`config.mk`:
```
export PLATFORM = sky130hd
export DESIGN_NAME = tmw_timer
export DESIGN_NICKNAME = d
export VERILOG_FILES = /design/src/rtl/tmw_pkg.sv /design/src/rtl/tmw_channel.sv /design/src/rtl/tmw_timer.sv
export VERILOG_INCLUDE_DIRS = /design/src /design/src/rtl
export SDC_FILE = /design/constraint.sdc
export NUM_CORES = 1
export LEC_CHECK = 0
export BUFFER_PORTS_ARGS = -buffer_cell sky130_fd_sc_hd__buf_2
export CORE_MARGIN = 8
export CORE_UTILIZATION = 45
export CTS_CLUSTER_SIZE = 40
export DETAILED_ROUTE_END_ITERATION = 10
export SYNTH_ARGS = -nofsm -noshare
export SYNTH_HDL_FRONTEND = slang
export SYNTH_HIERARCHICAL = 1
export SYNTH_SLANG_ARGS = --single-unit
```
`constraint.sdc`:
```
create_clock -name pclk -period 7.1 [get_ports pclk]
set_clock_uncertainty 0.1 [all_clocks]
set_input_delay 0.355 -clock pclk [delete_from_list [all_inputs] [get_ports pclk]]
set_output_delay 0.355 -clock pclk [all_outputs]
set_load 0.005 [all_outputs]
```
`src/rtl/tmw_regs.svh`:
```
`ifndef TMW_REGS_SVH
`define TMW_REGS_SVH
// ----------------------------------------------------------------
// Register offsets (byte addresses)
// ----------------------------------------------------------------
`define TMW_CTRL_A_OFF     12'h000
`define TMW_CTRL_B_OFF     12'h004
`define TMW_CNT_OFF        12'h008
`define TMW_CMPA_OFF       12'h00C
`define TMW_CMPB_OFF       12'h010
`define TMW_CAP_OFF        12'h014
`define TMW_STAT_OFF       12'h018
`define TMW_MASK_OFF       12'h01C
`define TMW_PRESC_OFF      12'h020
// ----------------------------------------------------------------
// Fields and reset values
// ----------------------------------------------------------------
`define TMW_ACT_A_HI       7
`define TMW_ACT_A_LO       6
`define TMW_ACT_B_HI       5
`define TMW_ACT_B_LO       4
`define TMW_CTRL_A_MASK    8'hF3
`define TMW_CTRL_A_RST     8'h00
`define TMW_STAT_OVF       0
`define TMW_STAT_MATCH_A   1
`define TMW_STAT_MATCH_B   2
`define TMW_MAX            16'hFFFF
`define TMW_FLOOR          16'h0000
`define TMW_TOP_8BIT       16'h00FF
`define TMW_TOP_9BIT       16'h01FF
`define TMW_TOP_10BIT      16'h03FF
`define TMW_PRESC_RST      16'h0000
`endif

```
`src/rtl/tmw_pkg.sv`:
```
package tmw_pkg;
  typedef enum logic [3:0] {
    TMW_SEQ_UP   = 4'h1,
    TMW_SEQ_FAST = 4'h2,
    TMW_SEQ_DUAL = 4'h4,
    TMW_SEQ_NONE = 4'h8
  } tmw_seq_e;
  typedef enum logic [1:0] {
    TMW_TOP_FIXED = 2'h0,
    TMW_TOP_CMPA  = 2'h1,
    TMW_TOP_CAP   = 2'h2
  } tmw_topsrc_e;
  typedef enum logic [1:0] {
    TMW_RELOAD_NOW   = 2'h0,
    TMW_RELOAD_TOP   = 2'h1,
    TMW_RELOAD_FLOOR = 2'h2
  } tmw_reload_e;
endpackage

```
`src/rtl/tmw_channel.sv`:
```
`timescale 1ns/10ps
// One compare output channel: reacts to match and ceiling events
module tmw_channel (
  // Clock and reset
  input  wire logic       pclk,
  input  wire logic       presetn,
  // Control
  input  wire logic [1:0] action,
  input  wire logic       is_chan_a,
  input  wire logic [3:0] mode,
  input  wire logic [3:0] seq,
  // Events, valid with tick
  input  wire logic       tick,
  input  wire logic       match,
  input  wire logic       at_top,
  input  wire logic       counting_up,
  input  wire logic       cmp_is_top,
  input  wire logic       cmp_is_floor,
  input  wire logic       ddr_out,
  // Results
  output logic            level,
  output logic            connect,
  output logic            drive_en
);
  logic level_reg;
  logic level_next;
  logic toggle_ok;

  always_comb begin
    level_next = level_reg;
    toggle_ok  = 1'b0;
    case (seq)
      tmw_pkg::TMW_SEQ_UP: begin
        toggle_ok = 1'b1;
        if (tick && match) begin
          case (action)
            2'b01:   level_next = ~level_reg;
            2'b10:   level_next = 1'b0;
            2'b11:   level_next = 1'b1;
            default: level_next = level_reg;
          endcase
        end
      end
      tmw_pkg::TMW_SEQ_FAST: begin
        toggle_ok = is_chan_a && (mode == 4'hE || mode == 4'hF);
        if (tick) begin
          if (action == 2'b01 && toggle_ok && match)
            level_next = ~level_reg;
          else if (action[1] && at_top)
            level_next = ~action[0];
          else if (action[1] && match && !cmp_is_top)
            level_next = action[0];
        end
      end
      tmw_pkg::TMW_SEQ_DUAL: begin
        toggle_ok = is_chan_a && (mode >= 4'h8) && (mode <= 4'hB);
        if (tick) begin
          if (action == 2'b01 && toggle_ok && match)
            level_next = ~level_reg;
          else if (action[1] && cmp_is_floor)
            level_next = action[0];
          else if (action[1] && cmp_is_top)
            level_next = ~action[0];
          else if (action[1] && match)
            level_next = counting_up ? action[0] : ~action[0];
        end
      end
      default: level_next = level_reg;
    endcase
  end

  always_ff @(posedge pclk or negedge presetn) begin
    if (!presetn) begin
      level_reg <= 1'b0;
      connect   <= 1'b0;
      drive_en  <= 1'b0;
    end else begin
      level_reg <= level_next;
      connect   <= action[1] || (action[0] && toggle_ok);
      drive_en  <= ddr_out;
    end
  end

  assign level = level_reg;
endmodule

```
`src/rtl/tmw_timer.sv`:
```
`timescale 1ns/10ps
`include "tmw_regs.svh"
// Functional notes
// - Action field 2 or 3 takes over the pin; action 1 only where toggle is allowed
// - Pin driven only when direction is output
// - Non-PWM: toggle, clear, set on match
// - Fast PWM toggle only A, modes 14-15
// - Fast PWM: match clears/sets, ceiling opposite
// - Fast PWM: clear/set match at ceiling ignored; toggle (A, modes 14-15) still fires there
// - Dual-slope toggle only A, modes 8-11
// - Dual-slope: up and down matches opposite
// - Mode is four bits over two registers
// - Normal and clear-on-match ceilings, immediate reload
// - Phase-correct ceilings, reload at ceiling, overflow at floor
// - Fast PWM ceilings, reload and overflow at ceiling
// - Modes 8-9 reload and overflow at floor
// - Dual-slope up/down, ceiling held one tick
// - Dual-slope: clear/set with floor/ceiling compare gives constant level
module tmw_timer (
  // APB
  input  wire logic        pclk,
  input  wire logic        presetn,
  input  wire logic        psel,
  input  wire logic        penable,
  input  wire logic        pwrite,
  input  wire logic [11:0] paddr,
  input  wire logic [31:0] pwdata,
  output logic             pready,
  output logic [31:0]      prdata,
  output logic             pslverr,
  // Pin direction bits
  input  wire logic        ddr_out_a,
  input  wire logic        ddr_out_b,
  // Compare output pins
  output logic             compare_out_a,
  output logic             compare_out_a_oe,
  output logic             compare_out_a_sel,
  output logic             compare_out_b,
  output logic             compare_out_b_oe,
  output logic             compare_out_b_sel,
  // Interrupt
  output logic             irq
);
  // ----------------------------------------------------------------
  // Registers
  // ----------------------------------------------------------------
  logic [7:0]  timer_waveform_control_a_reg;
  logic [7:0]  timer_waveform_control_a_next;
  logic [1:0]  mode_hi_reg;
  logic [1:0]  mode_hi_next;
  logic [15:0] counter_value_reg;
  logic [15:0] counter_value_next;
  logic [15:0] cmp_buf_a_reg;
  logic [15:0] cmp_buf_a_next;
  logic [15:0] cmp_buf_b_reg;
  logic [15:0] cmp_buf_b_next;
  logic [15:0] compare_value_a_reg;
  logic [15:0] compare_value_a_next;
  logic [15:0] compare_value_b_reg;
  logic [15:0] compare_value_b_next;
  logic [15:0] capture_value_reg;
  logic [15:0] capture_value_next;
  logic [2:0]  status_reg;
  logic [2:0]  status_next;
  logic [2:0]  mask_reg;
  logic [2:0]  mask_next;
  logic [15:0] presc_reg;
  logic [15:0] presc_next;
  logic [15:0] presc_cnt_reg;
  logic [15:0] presc_cnt_next;
  logic        dir_up_reg;
  logic        dir_up_next;
  logic        tick;

  logic [3:0]  waveform_mode_sel;
  logic [1:0]  chan_a_output_action;
  logic [1:0]  chan_b_output_action;
  tmw_pkg::tmw_seq_e    seq;
  tmw_pkg::tmw_topsrc_e topsrc;
  tmw_pkg::tmw_reload_e reload;
  logic [15:0] top_fixed;
  logic [15:0] top_val;
  logic        ovf_at_max;
  logic        at_top;
  logic        at_floor;
  logic        match_a;
  logic        match_b;
  logic        overflow_flag;
  logic        wr_en;
  logic        rd_en;
  logic [31:0] rdata;
  logic        addr_ok;
  logic        lvl_a;
  logic        lvl_b;
  logic        con_a;
  logic        con_b;
  logic        den_a;
  logic        den_b;

  assign chan_a_output_action = timer_waveform_control_a_reg[`TMW_ACT_A_HI:`TMW_ACT_A_LO];
  assign chan_b_output_action = timer_waveform_control_a_reg[`TMW_ACT_B_HI:`TMW_ACT_B_LO];
  assign waveform_mode_sel    = {mode_hi_reg, timer_waveform_control_a_reg[1:0]};

  // ----------------------------------------------------------------
  // Mode decode
  // ----------------------------------------------------------------
  always_comb begin
    seq        = tmw_pkg::TMW_SEQ_NONE;
    topsrc     = tmw_pkg::TMW_TOP_FIXED;
    reload     = tmw_pkg::TMW_RELOAD_NOW;
    top_fixed  = `TMW_MAX;
    ovf_at_max = 1'b0;
    case (waveform_mode_sel)
      4'h0: begin
        seq        = tmw_pkg::TMW_SEQ_UP;
        ovf_at_max = 1'b1;
      end
      4'h4, 4'hC: begin
        seq        = tmw_pkg::TMW_SEQ_UP;
        topsrc     = waveform_mode_sel[3] ? tmw_pkg::TMW_TOP_CAP : tmw_pkg::TMW_TOP_CMPA;
        ovf_at_max = 1'b1;
      end
      4'h1, 4'h2, 4'h3: begin
        seq       = tmw_pkg::TMW_SEQ_DUAL;
        reload    = tmw_pkg::TMW_RELOAD_TOP;
        top_fixed = (waveform_mode_sel[1:0] == 2'h1) ? `TMW_TOP_8BIT :
                    (waveform_mode_sel[1:0] == 2'h2) ? `TMW_TOP_9BIT : `TMW_TOP_10BIT;
      end
      4'hA, 4'hB: begin
        seq    = tmw_pkg::TMW_SEQ_DUAL;
        reload = tmw_pkg::TMW_RELOAD_TOP;
        topsrc = waveform_mode_sel[0] ? tmw_pkg::TMW_TOP_CMPA : tmw_pkg::TMW_TOP_CAP;
      end
      4'h8, 4'h9: begin
        seq    = tmw_pkg::TMW_SEQ_DUAL;
        reload = tmw_pkg::TMW_RELOAD_FLOOR;
        topsrc = waveform_mode_sel[0] ? tmw_pkg::TMW_TOP_CMPA : tmw_pkg::TMW_TOP_CAP;
      end
      4'h5, 4'h6, 4'h7: begin
        seq       = tmw_pkg::TMW_SEQ_FAST;
        reload    = tmw_pkg::TMW_RELOAD_TOP;
        top_fixed = (waveform_mode_sel[1:0] == 2'h1) ? `TMW_TOP_8BIT :
                    (waveform_mode_sel[1:0] == 2'h2) ? `TMW_TOP_9BIT : `TMW_TOP_10BIT;
      end
      4'hE, 4'hF: begin
        seq    = tmw_pkg::TMW_SEQ_FAST;
        reload = tmw_pkg::TMW_RELOAD_TOP;
        topsrc = waveform_mode_sel[0] ? tmw_pkg::TMW_TOP_CMPA : tmw_pkg::TMW_TOP_CAP;
      end
      // Reserved setting stops the counter rather than guess a sequence
      default: seq = tmw_pkg::TMW_SEQ_NONE;
    endcase
  end

  always_comb begin
    case (topsrc)
      tmw_pkg::TMW_TOP_CMPA: top_val = compare_value_a_reg;
      tmw_pkg::TMW_TOP_CAP:  top_val = capture_value_reg;
      default:               top_val = top_fixed;
    endcase
  end

  assign at_top   = (counter_value_reg == top_val);
  assign at_floor = (counter_value_reg == `TMW_FLOOR);
  assign match_a  = (counter_value_reg == compare_value_a_reg);
  assign match_b  = (counter_value_reg == compare_value_b_reg);
  assign tick     = (presc_cnt_reg == presc_reg);

  // ----------------------------------------------------------------
  // Counter, prescaler, compare buffers
  // ----------------------------------------------------------------
  assign wr_en = psel && penable && pwrite;
  assign rd_en = psel && penable && !pwrite;

  always_comb begin
    presc_cnt_next       = tick ? 16'h0000 : presc_cnt_reg + 16'h0001;
    counter_value_next   = counter_value_reg;
    dir_up_next          = dir_up_reg;
    overflow_flag        = 1'b0;
    compare_value_a_next = compare_value_a_reg;
    compare_value_b_next = compare_value_b_reg;
    if (tick) begin
      case (seq)
        tmw_pkg::TMW_SEQ_UP, tmw_pkg::TMW_SEQ_FAST: begin
          counter_value_next = at_top ? `TMW_FLOOR : counter_value_reg + 16'h0001;
          overflow_flag      = ovf_at_max ? (counter_value_reg == `TMW_MAX) : at_top;
        end
        tmw_pkg::TMW_SEQ_DUAL: begin
          // One tick at ceiling, then turn round
          if (dir_up_reg && at_top) begin
            dir_up_next        = 1'b0;
            counter_value_next = counter_value_reg - 16'h0001;
          end else if (!dir_up_reg && at_floor) begin
            dir_up_next        = 1'b1;
            counter_value_next = counter_value_reg + 16'h0001;
          end else begin
            counter_value_next = dir_up_reg ? counter_value_reg + 16'h0001
                                            : counter_value_reg - 16'h0001;
          end
          overflow_flag = at_floor;
        end
        default: counter_value_next = counter_value_reg;
      endcase
      if ((reload == tmw_pkg::TMW_RELOAD_TOP && at_top) ||
          (reload == tmw_pkg::TMW_RELOAD_FLOOR && at_floor)) begin
        compare_value_a_next = cmp_buf_a_reg;
        compare_value_b_next = cmp_buf_b_reg;
      end
    end
    if (reload == tmw_pkg::TMW_RELOAD_NOW) begin
      compare_value_a_next = cmp_buf_a_reg;
      compare_value_b_next = cmp_buf_b_reg;
    end
    if (wr_en && paddr == `TMW_CNT_OFF)
      counter_value_next = pwdata[15:0];
  end

  // ----------------------------------------------------------------
  // APB register writes and status
  // ----------------------------------------------------------------
  always_comb begin
    timer_waveform_control_a_next = timer_waveform_control_a_reg;
    mode_hi_next       = mode_hi_reg;
    cmp_buf_a_next     = cmp_buf_a_reg;
    cmp_buf_b_next     = cmp_buf_b_reg;
    capture_value_next = capture_value_reg;
    mask_next          = mask_reg;
    presc_next         = presc_reg;
    status_next        = status_reg;
    if (rd_en && paddr == `TMW_STAT_OFF)
      status_next = 3'h0;
    // Hardware set wins over the read clear
    status_next[`TMW_STAT_OVF]     = status_next[`TMW_STAT_OVF] | overflow_flag;
    status_next[`TMW_STAT_MATCH_A] = status_next[`TMW_STAT_MATCH_A] | (tick & match_a);
    status_next[`TMW_STAT_MATCH_B] = status_next[`TMW_STAT_MATCH_B] | (tick & match_b);
    if (wr_en) begin
      case (paddr)
        `TMW_CTRL_A_OFF: timer_waveform_control_a_next = pwdata[7:0] & `TMW_CTRL_A_MASK;
        `TMW_CTRL_B_OFF: mode_hi_next       = pwdata[1:0];
        `TMW_CMPA_OFF:   cmp_buf_a_next     = pwdata[15:0];
        `TMW_CMPB_OFF:   cmp_buf_b_next     = pwdata[15:0];
        `TMW_CAP_OFF:    capture_value_next = pwdata[15:0];
        `TMW_MASK_OFF:   mask_next          = pwdata[2:0];
        `TMW_PRESC_OFF:  presc_next         = pwdata[15:0];
        default:         mask_next          = mask_reg;
      endcase
    end
  end

  always_comb begin
    addr_ok = 1'b1;
    rdata   = 32'h0000_0000;
    case (paddr)
      `TMW_CTRL_A_OFF: rdata = {24'h000000, timer_waveform_control_a_reg};
      `TMW_CTRL_B_OFF: rdata = {30'h00000000, mode_hi_reg};
      `TMW_CNT_OFF:    rdata = {16'h0000, counter_value_reg};
      `TMW_CMPA_OFF:   rdata = {16'h0000, cmp_buf_a_reg};
      `TMW_CMPB_OFF:   rdata = {16'h0000, cmp_buf_b_reg};
      `TMW_CAP_OFF:    rdata = {16'h0000, capture_value_reg};
      `TMW_STAT_OFF:   rdata = {29'h00000000, status_next};
      `TMW_MASK_OFF:   rdata = {29'h00000000, mask_reg};
      `TMW_PRESC_OFF:  rdata = {16'h0000, presc_reg};
      default:         addr_ok = 1'b0;
    endcase
  end

  always_ff @(posedge pclk or negedge presetn) begin
    if (!presetn) begin
      timer_waveform_control_a_reg <= `TMW_CTRL_A_RST;
      mode_hi_reg         <= 2'h0;
      counter_value_reg   <= 16'h0000;
      cmp_buf_a_reg       <= 16'h0000;
      cmp_buf_b_reg       <= 16'h0000;
      compare_value_a_reg <= 16'h0000;
      compare_value_b_reg <= 16'h0000;
      capture_value_reg   <= 16'h0000;
      status_reg          <= 3'h0;
      mask_reg            <= 3'h0;
      presc_reg           <= `TMW_PRESC_RST;
      presc_cnt_reg       <= 16'h0000;
      dir_up_reg          <= 1'b1;
      pready              <= 1'b0;
      prdata              <= 32'h0000_0000;
      pslverr             <= 1'b0;
      irq                 <= 1'b0;
    end else begin
      timer_waveform_control_a_reg <= timer_waveform_control_a_next;
      mode_hi_reg         <= mode_hi_next;
      counter_value_reg   <= counter_value_next;
      cmp_buf_a_reg       <= cmp_buf_a_next;
      cmp_buf_b_reg       <= cmp_buf_b_next;
      compare_value_a_reg <= compare_value_a_next;
      compare_value_b_reg <= compare_value_b_next;
      capture_value_reg   <= capture_value_next;
      status_reg          <= status_next;
      mask_reg            <= mask_next;
      presc_reg           <= presc_next;
      presc_cnt_reg       <= presc_cnt_next;
      dir_up_reg          <= dir_up_next;
      // Zero-wait answer: pready is high in every access phase
      pready              <= 1'b1;
      prdata              <= (psel && !penable && !pwrite) ? rdata : prdata;
      pslverr             <= 1'b0;
      irq                 <= |(status_next & mask_next);
    end
  end

  // Combinational APB outputs would break the flop-only output style, so
  // pready is held high; data is sampled in the setup phase and presented in the access phase.
  // ----------------------------------------------------------------
  // Compare channels
  // ----------------------------------------------------------------
  tmw_channel u_chan_a (
    .pclk         (pclk),
    .presetn      (presetn),
    .action       (chan_a_output_action),
    .is_chan_a    (1'b1),
    .mode         (waveform_mode_sel),
    .seq          (seq),
    .tick         (tick),
    .match        (match_a),
    .at_top       (at_top),
    .counting_up  (dir_up_reg),
    .cmp_is_top   (compare_value_a_reg == top_val),
    .cmp_is_floor (compare_value_a_reg == `TMW_FLOOR),
    .ddr_out      (ddr_out_a),
    .level        (lvl_a),
    .connect      (con_a),
    .drive_en     (den_a)
  );

  tmw_channel u_chan_b (
    .pclk         (pclk),
    .presetn      (presetn),
    .action       (chan_b_output_action),
    .is_chan_a    (1'b0),
    .mode         (waveform_mode_sel),
    .seq          (seq),
    .tick         (tick),
    .match        (match_b),
    .at_top       (at_top),
    .counting_up  (dir_up_reg),
    .cmp_is_top   (compare_value_b_reg == top_val),
    .cmp_is_floor (compare_value_b_reg == `TMW_FLOOR),
    .ddr_out      (ddr_out_b),
    .level        (lvl_b),
    .connect      (con_b),
    .drive_en     (den_b)
  );

  always_ff @(posedge pclk or negedge presetn) begin
    if (!presetn) begin
      compare_out_a     <= 1'b0;
      compare_out_a_oe  <= 1'b0;
      compare_out_a_sel <= 1'b0;
      compare_out_b     <= 1'b0;
      compare_out_b_oe  <= 1'b0;
      compare_out_b_sel <= 1'b0;
    end else begin
      compare_out_a     <= lvl_a;
      compare_out_a_sel <= con_a;
      compare_out_a_oe  <= con_a && den_a;
      compare_out_b     <= lvl_b;
      compare_out_b_sel <= con_b;
      compare_out_b_oe  <= con_b && den_b;
    end
  end
endmodule
```
==> results.txt <==
r2r startpoint: timer_waveform_control_a_reg[0]
Data required, critical path: 7.31 ns
CP max stage delay: 0.54 ns
CTS Buf Count: 17
drt wl/cell: 25.6 um
max-cap check violation count: 0
dominant synthesized flop cell: dfrtp_1
cell mode on critical path: nor2_1
leakage: 5.56 nW
CTS tree: done
RSZ-0062 raised after global routing: no
Cell Area, Synth: 11900 sq um
Max clock buf depth: 2
port bufs: 58
synth top area cells: dfrtp_1 (36%), mux2_2 (7.1%), xnor2_1 (5.4%)
Pwr Density: 218 nW/um^2
Mean Syn Cell Area: 9.92 sq um
Final TNS setup: 0 ns
R2R setup slack: 2.14 ns
critical path fanouts, max: 15
fraction of layout cells with a size suffix above 1: 22.9%
final setup fails: 0
worst r2r path cells: 14
full die area: 31900 sq um
fin crit share: 69.8%
Final Hold Fails: 27
Setup crit end: u_chan_b/level
Yosys cell types: 109
worst hold margin: -0.0361 ns
Pre-antenna DRT Iters: 5
Peak VDD IR: 0.178 mV
f_max: 0.202 GHz
final WL: 40300 um
outcome: finished, violations left
Synth top cells by count: dfrtp_1 (172), mux2_2 (75), nor2_1 (75), nand2_1 (74), xnor2_1 (74)
CP arrival: 5.17 ns
Clock Sinks: 173
hold_buf cts: 2
worst min path class: input port to async pin
leading area contributor after synthesis: dfrtp_1
FF-to-FF End: u_chan_b/level
GRT Residual Overflow: 0
vias in the first global route: 9752
#FFs+latches synth: 173
final slew viol count: 0
Worst setup EP type: flip-flop
Slowest-stage cell, CP: ha_1
Power Total: 2.81 mW
crit path from: timer_waveform_control_a_reg[0]
top cell type's share of synthesized area: 36.2%
Buf/Inv on CP: 1
Top Ports: 92
Die W: 179 um
Synth async-reset ratio: 100%
Std-Cell Rows: 59
Via density: 6.40
Clock Latency Late Sink: 0.44 ns
sequential-to-total area share from yosys stat: 36.4%
Worst-Margin Slew: 1.30 ns
initial antenna violation count: 1
GPL Wtd Cong: 0.955
Ant. Diodes: 0
number of flops mapped to enable cells by yosys: 0
first-pass GRT wire length: 60700 um
core region area: 26000 sq um
Setup CP Type: flip-flop to flip-flop
most numerous cell in the Yosys netlist: dfrtp_1
H-tree Lvls: 4
clock root buffer: clkbuf_16
post-layout min period: 4.96 ns
Synth Instances: 1199
area grow syn2layout: 8.58%
remaining routing DRC violations: 0
violated checks: negative hold slack
post-cts gate resize count: 0
NumNets Final: 1291
First DRT Iteration DRCs: 1130
worst-path cell chain: inv_1 -> ha_1 -> nor2_1 -> o31a_2 -> and2_1 -> o21bai_1 -> o211ai_1 -> or4_1 -> nor2_1 -> nand2_1 -> xor2_1 -> mux2i_1 -> a22o_1 -> o31a_1
Final HPWL DP: 29300 um
CP Launch Type: flip-flop
initial core utilization: 45.8%
clock-pin transition on the worst setup and hold timing paths: 0.07 ns
largest net degree at the start of global routing: 106
Routed Antenna Nets: 0
die height: 179 um
vias after detailed routing: 10100
WP depth: 14
CP delay by family, top: compound AO/OA/AOI/OAI gates
yosys warns: 6
Setup Buffers After CTS: 0
Tot GR Track Use: 25.2%
relative slew slack: 13.1%
-- worst register-to-register path, stage by stage, from the launching register on --
cell      delay (ns)
dfrtp_1         0.39
inv_1           0.31
ha_1            0.54
nor2_1          0.15
o31a_2          0.47
and2_1          0.40
o21bai_1        0.49
o211ai_1        0.16
or4_1           0.50
nor2_1          0.44
nand2_1         0.13
xor2_1          0.16
mux2i_1         0.10
a22o_1          0.25
o31a_1          0.27
-- layout by cell type, fill, tap and decap left out, drive strengths merged, types with 6 or more instances in the layout --
cell type | synthesis | layout
nand2 | 77 | 77
a2111oi | 7 | 7
nor4b | 9 | 9
conb | 2 | 22
a21oi | 42 | 42
or2 | 7 | 7
xor2 | 21 | 21
nor4 | 24 | 24
nand2b | 13 | 13
o21ai | 44 | 44
a222oi | 13 | 13
mux2 | 106 | 106
xnor2 | 74 | 74
a2bb2oi | 6 | 6
and3 | 11 | 11
a31oi | 14 | 14
dfrtp | 172 | 172
nand3 | 37 | 37
nor2 | 76 | 76
mux2i | 19 | 19
nand3b | 9 | 9
o31ai | 10 | 10
or3 | 11 | 11
clkbuf | 49 | 21
or4 | 6 | 6
a211oi | 9 | 9
and2 | 9 | 9
o22ai | 26 | 26
a22o | 23 | 23
buf | 44 | 82
nor2b | 20 | 20
a22oi | 19 | 19
nor3b | 10 | 10
ha | 12 | 12
nand4 | 22 | 22
inv | 37 | 43
nor3 | 21 | 21
o211ai | 14 | 14
-- area by class of cell --
cell class | instances | area, sq um
fillers | 2417 | 13100
multi-input cells | 915 | 6940
flip-flops and latches | 173 | 4330
repair buffers | 84 | 497
clock buffers | 21 | 460
well taps | 335 | 419
inverters | 37 | 139
clock inverters | 11 | 124
-- worst min path at each step --
stage | end | slack, ns
after global placement | compare_out_b_sel | 0.25
after detailed placement | compare_out_b_sel | 0.25
after global routing | counter_value_reg[10] | 0.05
final | pready | -0.04
after floorplan | capture_value_reg[0] | -0.04
after CTS | counter_value_reg[5] | 0.003
-- layer usage --
metal	vias up	track usage, %	part of all wire (%)
met3	94	4.95	8.1
met4	0	13.8	5.2
met5	-	0	0
met1	5009	34.5	43
met2	473	36.7	43
li1	4508	-	-
-- metrics by stage --
step,utilization (%),area (sq um),cells,worst slack [ns]
floorplan,-,12000,1219,3.25
global placement,47.4,12300,1542,2.21
detailed placement,47.4,12300,1542,2.28
CTS,49.7,12900,1576,2.26
global route,49.7,12900,1576,1.79
finish,49.7,12900,1576,2.14
-- where the power goes --
part / switching (mW) / internal, mW / total (mW)
clock network: 0.424 / 0.515 / 0.939
logic: 0.403 / 0.247 / 0.651
registers: 0.203 / 1.02 / 1.23
total: 1.03 / 1.78 / 2.81
-- kinds of logic (layout without fill, tap and decap cells) --
kind of cell | after synthesis | count (layout) | synth area share, %
other | 2 | 22 | 0.0631
AND/OR/NAND/NOR | 375 | 375 | 17.9
AO/OA/AOI/OAI | 285 | 285 | 18.5
multiplexers | 126 | 126 | 12.8
adder cells (fa/ha/maj) | 12 | 12 | 1.26
buffers and inverters | 131 | 153 | 6.09
flip-flops | 173 | 173 | 36.4
XOR/XNOR | 95 | 95 | 7.00
(Power assumes the default switching activity.)
